## src/inc/pfsel_pkg.sv

```systemverilog
// Purpose: Constants for the port-one pin 0/1 function-select block
// Assumes: Wishbone word addressing, byte address is four times the index
// Notes: Indices of the two select registers are kept as printed
package pfsel_pkg;

  // Register indices; byte address = index * 4
  localparam logic [15:0] PFSEL_IDX_P1_0 = 16'ha058;
  localparam logic [15:0] PFSEL_IDX_P1_1 = 16'ha059;
  localparam logic [15:0] PFSEL_IDX_IRQ_STATUS = 16'ha0f0;
  localparam logic [15:0] PFSEL_IDX_IRQ_MASK = 16'ha0f1;

  // Reset values
  localparam logic [7:0] PFSEL_SEL_RESET = 8'h00;
  localparam logic [1:0] PFSEL_IRQ_RESET = 2'h0;

  // Field positions of both select registers
  localparam int PFSEL_B_GPIO = 0;
  localparam int PFSEL_B_IRQ0 = 1;
  localparam int PFSEL_B_IRQ1 = 2;
  localparam int PFSEL_B_SER3 = 3;
  localparam int PFSEL_B_CAP = 4;
  localparam int PFSEL_B_SER2 = 5;
  localparam int PFSEL_B_TOUCH = 7;

  // Writable bits; bit 6 is unused and reads zero
  localparam logic [7:0] PFSEL_SEL_MASK = 8'hbf;

  // Interrupt status / mask bit positions
  localparam int PFSEL_ST_IRQ0 = 0;
  localparam int PFSEL_ST_IRQ1 = 1;

  // Serial receive idles high when no pin is routed
  localparam logic PFSEL_RXD_IDLE = 1'b1;

endpackage : pfsel_pkg

```

## src/logic/pfsel_port1_pin_function.sv

```systemverilog
// Purpose: Function select for port-one pins 0 and 1 with Wishbone registers
// Assumes: Single clock clk_sys at 25 MHz; peripherals on the same clock
// Notes: Pad inputs are synchronised; every output is registered
//
// The Wishbone interface to the registers was left to the implementer.
`timescale 1ns/10ps

module pfsel_port1_pin_function
  import pfsel_pkg::*;
#(
  parameter int ADR_W = 18
) (
  // Clock, reset, enable
  input wire logic clk_sys,
  input wire logic nrst,
  input wire logic ce,
  // Wishbone slave
  input wire logic wb_cyc_i,
  input wire logic wb_stb_i,
  input wire logic wb_we_i,
  input wire logic [ADR_W-1:0] wb_adr_i,
  input wire logic [3:0] wb_sel_i,
  input wire logic [31:0] wb_dat_i,
  output logic [31:0] wb_dat_o,
  output logic wb_ack_o,
  output logic irq,
  // Pads: index 0 is pin P1.0, index 1 is pin P1.1
  input wire logic [1:0] pad_in,
  output logic [1:0] pad_out,
  output logic [1:0] pad_oe,
  // General-purpose I/O side
  input wire logic [1:0] gpio_out,
  input wire logic [1:0] gpio_oe,
  output logic [1:0] gpio_in,
  // Enhanced serial ports two and three
  input wire logic ser2_txd,
  input wire logic ser3_txd,
  output logic ser2_rxd,
  output logic ser3_rxd,
  // Capture/compare channels 0 and 1
  input wire logic cap0_out,
  input wire logic cap0_oe,
  input wire logic cap1_out,
  input wire logic cap1_oe,
  output logic cap0_in,
  output logic cap1_in,
  // Touch-key channels 8 and 9
  output logic touch_channel_8_enable,
  output logic touch_channel_9_enable,
  // Shared pin-interrupt requests
  output logic pin_irq_zero,
  output logic pin_irq_one
);

  generate
    if (ADR_W < 18) begin : g_bad_adr
      $error("ADR_W too small for the register map");
    end
  endgenerate

  // True when a byte address matches four times a register index
  function automatic logic idx_hit(input logic [ADR_W-1:0] adr, input logic [15:0] idx);
    idx_hit = (adr[ADR_W-1:2] == (ADR_W-2)'(idx)) && (adr[1:0] == 2'h0);
  endfunction

  // Lane zero carries every field; unused bit 6 is dropped
  function automatic logic [7:0] sel_wdata(input logic [31:0] dat);
    sel_wdata = dat[7:0] & PFSEL_SEL_MASK;
  endfunction

  // Registers
  logic [7:0] pin_p1_0_function_select_r;
  logic [7:0] pin_p1_1_function_select_r;
  logic [1:0] irq_status_r;
  logic [1:0] irq_mask_r;
  logic [1:0] pad_meta_r;
  logic [1:0] pad_sync_r;
  logic irq0_prev_r;
  logic irq1_prev_r;

  // Bus decode
  logic req;
  logic wr_go;
  logic hit_p0;
  logic hit_p1;
  logic hit_st;
  logic hit_mk;
  logic [31:0] rd_nxt;

  // Only sel[0] matters: every field sits in the low byte
  assign req = wb_cyc_i && wb_stb_i;
  // Writes land on the edge where the master samples ack
  assign wr_go = ce && req && wb_ack_o && wb_we_i && wb_sel_i[0];
  assign hit_p0 = idx_hit(wb_adr_i, PFSEL_IDX_P1_0);
  assign hit_p1 = idx_hit(wb_adr_i, PFSEL_IDX_P1_1);
  assign hit_st = idx_hit(wb_adr_i, PFSEL_IDX_IRQ_STATUS);
  assign hit_mk = idx_hit(wb_adr_i, PFSEL_IDX_IRQ_MASK);

  // Bit 6 and all upper bits read zero
  // Read mux
  always_comb begin
    rd_nxt = 32'h0000_0000;
    if (hit_p0) begin
      rd_nxt[7:0] = pin_p1_0_function_select_r;
    end else if (hit_p1) begin
      rd_nxt[7:0] = pin_p1_1_function_select_r;
    end else if (hit_st) begin
      rd_nxt[1:0] = irq_status_r;
    end else if (hit_mk) begin
      rd_nxt[1:0] = irq_mask_r;
    end
  end

  // One wait state; unmapped addresses answer with zero data
  // Trade-off: the wait state buys fully registered read data
  // ce low holds ack too; a master waits out the freeze, but a write whose ack is already high while ce is low is dropped
  always_ff @(posedge clk_sys or negedge nrst) begin
    if (!nrst) begin
      wb_ack_o <= 1'b0;
      wb_dat_o <= 32'h0000_0000;
    end else if (ce) begin
      wb_ack_o <= req && !wb_ack_o;
      if (req && !wb_ack_o) begin
        wb_dat_o <= rd_nxt;
      end
    end
  end

  // Reset to zero, bit 6 held at zero
  always_ff @(posedge clk_sys or negedge nrst) begin
    if (!nrst) begin
      pin_p1_0_function_select_r <= PFSEL_SEL_RESET;
    end else if (wr_go && hit_p0) begin
      pin_p1_0_function_select_r <= sel_wdata(wb_dat_i);
    end
  end

  always_ff @(posedge clk_sys or negedge nrst) begin
    if (!nrst) begin
      pin_p1_1_function_select_r <= PFSEL_SEL_RESET;
    end else if (wr_go && hit_p1) begin
      pin_p1_1_function_select_r <= sel_wdata(wb_dat_i);
    end
  end

  // Pads come from outside the clock domain
  // A pad pulse shorter than one clock may be missed
  always_ff @(posedge clk_sys or negedge nrst) begin
    if (!nrst) begin
      pad_meta_r <= 2'h0;
      pad_sync_r <= 2'h0;
    end else if (ce) begin
      pad_meta_r <= pad_in;
      pad_sync_r <= pad_meta_r;
    end
  end

  // Field views
  logic touch0, ser2_0, cap_0, ser3_0, gpio_0;
  logic touch1, ser2_1, cap_1, ser3_1, gpio_1;
  assign touch0 = pin_p1_0_function_select_r[PFSEL_B_TOUCH];
  assign ser2_0 = pin_p1_0_function_select_r[PFSEL_B_SER2];
  assign cap_0 = pin_p1_0_function_select_r[PFSEL_B_CAP];
  assign ser3_0 = pin_p1_0_function_select_r[PFSEL_B_SER3];
  assign gpio_0 = pin_p1_0_function_select_r[PFSEL_B_GPIO];
  assign touch1 = pin_p1_1_function_select_r[PFSEL_B_TOUCH];
  assign ser2_1 = pin_p1_1_function_select_r[PFSEL_B_SER2];
  assign cap_1 = pin_p1_1_function_select_r[PFSEL_B_CAP];
  assign ser3_1 = pin_p1_1_function_select_r[PFSEL_B_SER3];
  assign gpio_1 = pin_p1_1_function_select_r[PFSEL_B_GPIO];

  // Pin-zero drive: fixed priority when software sets several outputs.
  // Touch sensing wins over all digital drive so the key stays floating.
  logic out0_nxt;
  logic oe0_nxt;
  always_comb begin
    out0_nxt = 1'b0;
    oe0_nxt = 1'b0;
    if (touch0) begin
      out0_nxt = 1'b0;
      oe0_nxt = 1'b0;
    end else if (ser2_0) begin
      out0_nxt = ser2_txd;
      oe0_nxt = 1'b1;
    end else if (ser3_0) begin
      out0_nxt = ser3_txd;
      oe0_nxt = 1'b1;
    end else if (cap_0) begin
      out0_nxt = cap0_out;
      oe0_nxt = cap0_oe;
    end else if (gpio_0) begin
      out0_nxt = gpio_out[0];
      oe0_nxt = gpio_oe[0];
    end
  end

  // Pin-one drive: receive functions never drive the pad
  // A receive select also blocks GPIO drive; only capture drive, which ranks above it, can still fight the pin
  logic out1_nxt;
  logic oe1_nxt;
  always_comb begin
    out1_nxt = 1'b0;
    oe1_nxt = 1'b0;
    if (touch1) begin
      out1_nxt = 1'b0;
      oe1_nxt = 1'b0;
    end else if (cap_1) begin
      out1_nxt = cap1_out;
      oe1_nxt = cap1_oe;
    end else if (gpio_1 && !ser2_1 && !ser3_1) begin
      out1_nxt = gpio_out[1];
      oe1_nxt = gpio_oe[1];
    end
  end

  // Registered drive, so a select write never glitches the pad enable
  always_ff @(posedge clk_sys or negedge nrst) begin
    if (!nrst) begin
      pad_out <= 2'h0;
      pad_oe <= 2'h0;
    end else if (ce) begin
      pad_out <= {out1_nxt, out0_nxt};
      pad_oe <= {oe1_nxt, oe0_nxt};
    end
  end

  // Input routing toward the peripherals
  // Unrouted receive inputs idle high, so no false start bit
  always_ff @(posedge clk_sys or negedge nrst) begin
    if (!nrst) begin
      ser2_rxd <= PFSEL_RXD_IDLE;
      ser3_rxd <= PFSEL_RXD_IDLE;
      cap0_in <= 1'b0;
      cap1_in <= 1'b0;
      gpio_in <= 2'h0;
    end else if (ce) begin
      ser2_rxd <= ser2_1 ? pad_sync_r[1] : PFSEL_RXD_IDLE;
      ser3_rxd <= ser3_1 ? pad_sync_r[1] : PFSEL_RXD_IDLE;
      cap0_in <= cap_0 && pad_sync_r[0];
      cap1_in <= cap_1 && pad_sync_r[1];
      gpio_in <= {gpio_1 && pad_sync_r[1], gpio_0 && pad_sync_r[0]};
    end
  end

  // Touch channel enables
  // Sensing starts one cycle after the select write
  always_ff @(posedge clk_sys or negedge nrst) begin
    if (!nrst) begin
      touch_channel_8_enable <= 1'b0;
      touch_channel_9_enable <= 1'b0;
    end else if (ce) begin
      touch_channel_8_enable <= touch0;
      touch_channel_9_enable <= touch1;
    end
  end

  // Pin-interrupt conditions; a pin may feed both sources at once
  // Level trigger: a condition holds while the synced pin is high
  logic irq0_nxt;
  logic irq1_nxt;
  assign irq0_nxt = (pin_p1_0_function_select_r[PFSEL_B_IRQ0] && pad_sync_r[0]) ||
                    (pin_p1_1_function_select_r[PFSEL_B_IRQ0] && pad_sync_r[1]);
  assign irq1_nxt = (pin_p1_0_function_select_r[PFSEL_B_IRQ1] && pad_sync_r[0]) ||
                    (pin_p1_1_function_select_r[PFSEL_B_IRQ1] && pad_sync_r[1]);

  always_ff @(posedge clk_sys or negedge nrst) begin
    if (!nrst) begin
      pin_irq_zero <= 1'b0;
      pin_irq_one <= 1'b0;
      irq0_prev_r <= 1'b0;
      irq1_prev_r <= 1'b0;
    end else if (ce) begin
      pin_irq_zero <= irq0_nxt;
      pin_irq_one <= irq1_nxt;
      irq0_prev_r <= pin_irq_zero;
      irq1_prev_r <= pin_irq_one;
    end
  end

  // Sticky status: rising request sets, write-one clears, set wins
  // Edge-set, so a pin held high raises one event only
  logic [1:0] ev;
  logic [1:0] clr;
  assign ev[PFSEL_ST_IRQ0] = pin_irq_zero && !irq0_prev_r;
  assign ev[PFSEL_ST_IRQ1] = pin_irq_one && !irq1_prev_r;
  assign clr = (wr_go && hit_st) ? wb_dat_i[1:0] : 2'h0;

  always_ff @(posedge clk_sys or negedge nrst) begin
    if (!nrst) begin
      irq_status_r <= PFSEL_IRQ_RESET;
    end else if (ce) begin
      irq_status_r <= (irq_status_r & ~clr) | ev;
    end
  end

  // Mask gates only the summary output, never the status
  always_ff @(posedge clk_sys or negedge nrst) begin
    if (!nrst) begin
      irq_mask_r <= PFSEL_IRQ_RESET;
    end else if (wr_go && hit_mk) begin
      irq_mask_r <= wb_dat_i[1:0];
    end
  end

  // Summary output, one cycle behind status and mask
  always_ff @(posedge clk_sys or negedge nrst) begin
    if (!nrst) begin
      irq <= 1'b0;
    end else if (ce) begin
      irq <= |(irq_status_r & irq_mask_r);
    end
  end

endmodule // pfsel_port1_pin_function

```

## config.mk

```make
export PLATFORM = sky130hd
export DESIGN_NAME = pfsel_port1_pin_function
export DESIGN_NICKNAME = d
export VERILOG_FILES = /design/src/inc/pfsel_pkg.sv /design/src/logic/pfsel_port1_pin_function.sv
export SDC_FILE = /design/constraint.sdc
export NUM_CORES = 1
export LEC_CHECK = 0
export ABC_AREA = 1
export BUFFER_PORTS_ARGS = -buffer_cell sky130_fd_sc_hd__buf_2
export CAP_MARGIN = 20
export CORE_ASPECT_RATIO = 1.1
export CORE_MARGIN = 4
export CORE_UTILIZATION = 50
export CTS_CLUSTER_SIZE = 20
export DETAILED_ROUTE_END_ITERATION = 8
export PLACE_DENSITY = 0.84
export SYNTH_ARGS = -nofsm -noshare
export SYNTH_HDL_FRONTEND = slang
export SYNTH_SLANG_ARGS = --single-unit
```

## constraint.sdc

```tcl
create_clock -name clk_sys -period 2.65 [get_ports clk_sys]
set_input_delay 0.1325 -clock clk_sys [delete_from_list [all_inputs] [get_ports clk_sys]]
set_output_delay 0.1325 -clock clk_sys [all_outputs]
set_load 0.03 [all_outputs]
```

==> impl_results.md <==
- First-pass GRT wire length: 8.73 mm
- Most frequent cell after synthesis: nand2_1
- RSZ-0062 raised after global routing: no
- Reg2reg end: pin_p1_0_function_select_r[5]
- Initial Util: 0.530
- Mapped Area: 0.00253 mm²
- Peak per-stage delay on the critical path: 0.40 ns
- Post CTS Setup Buffer Count: 0
- WHS: 0.0379 ns
- FMAX: 679 MHz
- Pwr Density: 501 mW/mm²
- R2R Path Start: wb_ack_o
- Placed Area: 0.00280 mm²
- Hold Crit Class: input pin to flop
- Cells after synthesis: 305
- Iteration-0 DRC count of the detailed router: 86
- Area added between synthesis and finish: 15.6%
- Final Hold Viols: 0
- Post-synth EDFFs: 0
- DR DRC count: 0
- Root Driver: clkbuf_8
- Worst path slowest cell: dfrtp_1
- DPL Wire Length: 4.22 mm
- Pre-Repair DR Iteration Count: 4
- Fin area: 0.00293 mm²
- Crit path DAT: 1.65 ns
- Leakage: 1.65 nW
- Final worst path period share: 0.555
- Worst r2r path cells: 5
- TritonCTS clock tree: done
- Hold Crit Start: pad_in[1]
- Clk slew on worst S/H paths: 0.08 ns
- Clock Tree Buf Depth: 2
- Post-synthesis cell type count: 31
- Die W: 75.9 µm
- R2r setup slk: 1.18 ns
- Worst Path Buf+Inv: 0
- Syn_area_per_cell: 8.30 µm²
- RePlAce Congestion: 0.800
- Ports: 120
- Yosys reg bits: 47
- Post-placement cell count: 420
- Final setup viols: 0
- Max_cap viols: 0
- Final core utilization: 0.612
- Vias: 2116
- Synth area leaders: dfrtp_1, nand2_1, buf_4
- GRT Total Usage: 0.184
- VDD IR max: 0.360 mV
- Setup tns final: 0 ns
- Core area: 0.00478 mm²
- Largest net degree at the start of global routing: 48
- Initial antenna violation count: 0
- Ant. Diodes: 0
- Clock Latency Late Sink: 0.30 ns
- WL/cell: 13.0 µm
- CP endpoint kind: flop
- Top post-synthesis cells by count: nand2_1, dfrtp_1, nor2_1
- Total grt overflow: 0
- Post-route ant nets: 0
- CP Data Required Time: 2.83 ns
- Nets: 445
- Min cycle time layout: 1.47 ns
- WHS Endpoint: pad_meta_r[1]
- Share of layout cells above drive strength 1: 0.307
- Synth Flop Type: dfrtp_1
- Crit path max fanout: 14
- Row count: 26
- Post-Route Skew: 0.00334 ns
- Final wirelength: 5.61 mm
- Final slew viol count: 0
- Worst Setup SP: wb_ack_o
- Die height: 82.6 µm
- CP delay by family, top: simple AND/OR/NAND/NOR gates
- Critical path class: flop to flop
- Finished Layout Cells: 430
- CTS sink count: 47
- Largest area contributor in the netlist: dfrtp_1
- Worst-path cell chain: nand3_1, nor2_2, nand4_2, nand2_1, o21ai_1
- Depth of the CTS H-tree: 2
- Synth top area share: 0.445
- Vias per cell: 4.92
- Vias in the first global route: 1999
- Seq/Total Area, Yosys: 0.465
- CTS Buf Count: 5
- Share of flip-flops with an asynchronous set or reset: 1.00
- Die Area: 0.00627 mm²
- Port bufs: 66
- Yosys Warn Count: 0
- Hold Crit Depth: 3
- Outcome: finished, final reports clean
- Worst setup SP type: flop
routing by layer:
metal / GRT usage / part of all wire / vias up
met5: 0 / 0 / -
met4: 0.0455 / 0.0064 / 0
met3: 0.0460 / 0.095 / 4
met2: 0.307 / 0.49 / 90
met1: 0.237 / 0.41 / 974
li1: - / - / 1048
power breakdown:
group | internal [W] | switching (W)
logic | 0.0000658 | 0.000175
clock network | 0.000238 | 0.000231
registers | 0.000742 | 0.0000151
per-stage QoR:
stage | setup WS, ns | power [W]
after floorplan | 1.21 | 0.000952
after CTS | 1.16 | 0.00148
final | 1.18 | 0.00147
after detailed placement | 0.984 | 0.00101
after global placement | 1.02 | 0.00100
after global routing | 1.02 | 0.00153
flip-flops by register name (all words and copies together), names as in the netlist, 2 cells and up:
register                    count
pin_p1_0_function_select_r      7
pin_p1_1_function_select_r      7
wb_dat_o                        7
gpio_in                         2
irq_mask_r                      2
irq_status_r                    2
pad_meta_r                      2
pad_oe                          2
pad_out                         2
pad_sync_r                      2
worst max-delay path by stage:
stage | slack [ns] | cells past startpoint | to
finish | 1.18 | 5 | pin_p1_0_function_select_r[5]
global route | 1.02 | 5 | pin_p1_0_function_select_r[2]
CTS | 1.16 | 5 | pin_p1_0_function_select_r[5]
detailed placement | 0.98 | 6 | pin_p1_0_function_select_r[0]
global placement | 1.02 | 6 | pin_p1_0_function_select_r[3]
floorplan | 1.21 | 6 | pin_p1_0_function_select_r[0]
placed cells by master, fill, tap and decap left out, drive strengths merged, types with 5 or more instances in the layout:
cell     n
buf     68
nand3   18
a21oi    9
nor2    38
nand4    5
dfrtp   45
inv     36
conb    25
nand2   76
o21ai   33
clkbuf   8
worst register-to-register path: stages, from the launching register on:
cell and delay (ns):
dfrtp_1 0.40, nand3_1 0.10, nor2_2 0.24, nand4_2 0.37, nand2_1 0.16, o21ai_1 0.08
what timing repair did:
| action | CTS | global route |
|---|---|---|
| gates resized for setup | 0 | 0 |
| endpoints found under the hold margin | 0 | 45 |
| hold buffers | 0 | 1 |
cell type report:
type / count / area [µm²]
flip-flops and latches: 47 / 1180
fillers: 433 / 1850
inverters: 36 / 135
repair buffers: 69 / 368
multi-input cells: 214 / 1080
clock buffers: 8 / 100
well taps: 56 / 70.1
cell families (layout without fill, tap and decap cells):
kind of cell    count (synthesis)  after routing  share of synthesized area
flops                          47             47                      0.465
buf+inv                        68            113                      0.145
simple gates                  139            139                      0.255
compound gates                 50             50                      0.133
other cells                     1             25                    0.00148
Note: power is estimated with default switching activity, not from simulation.
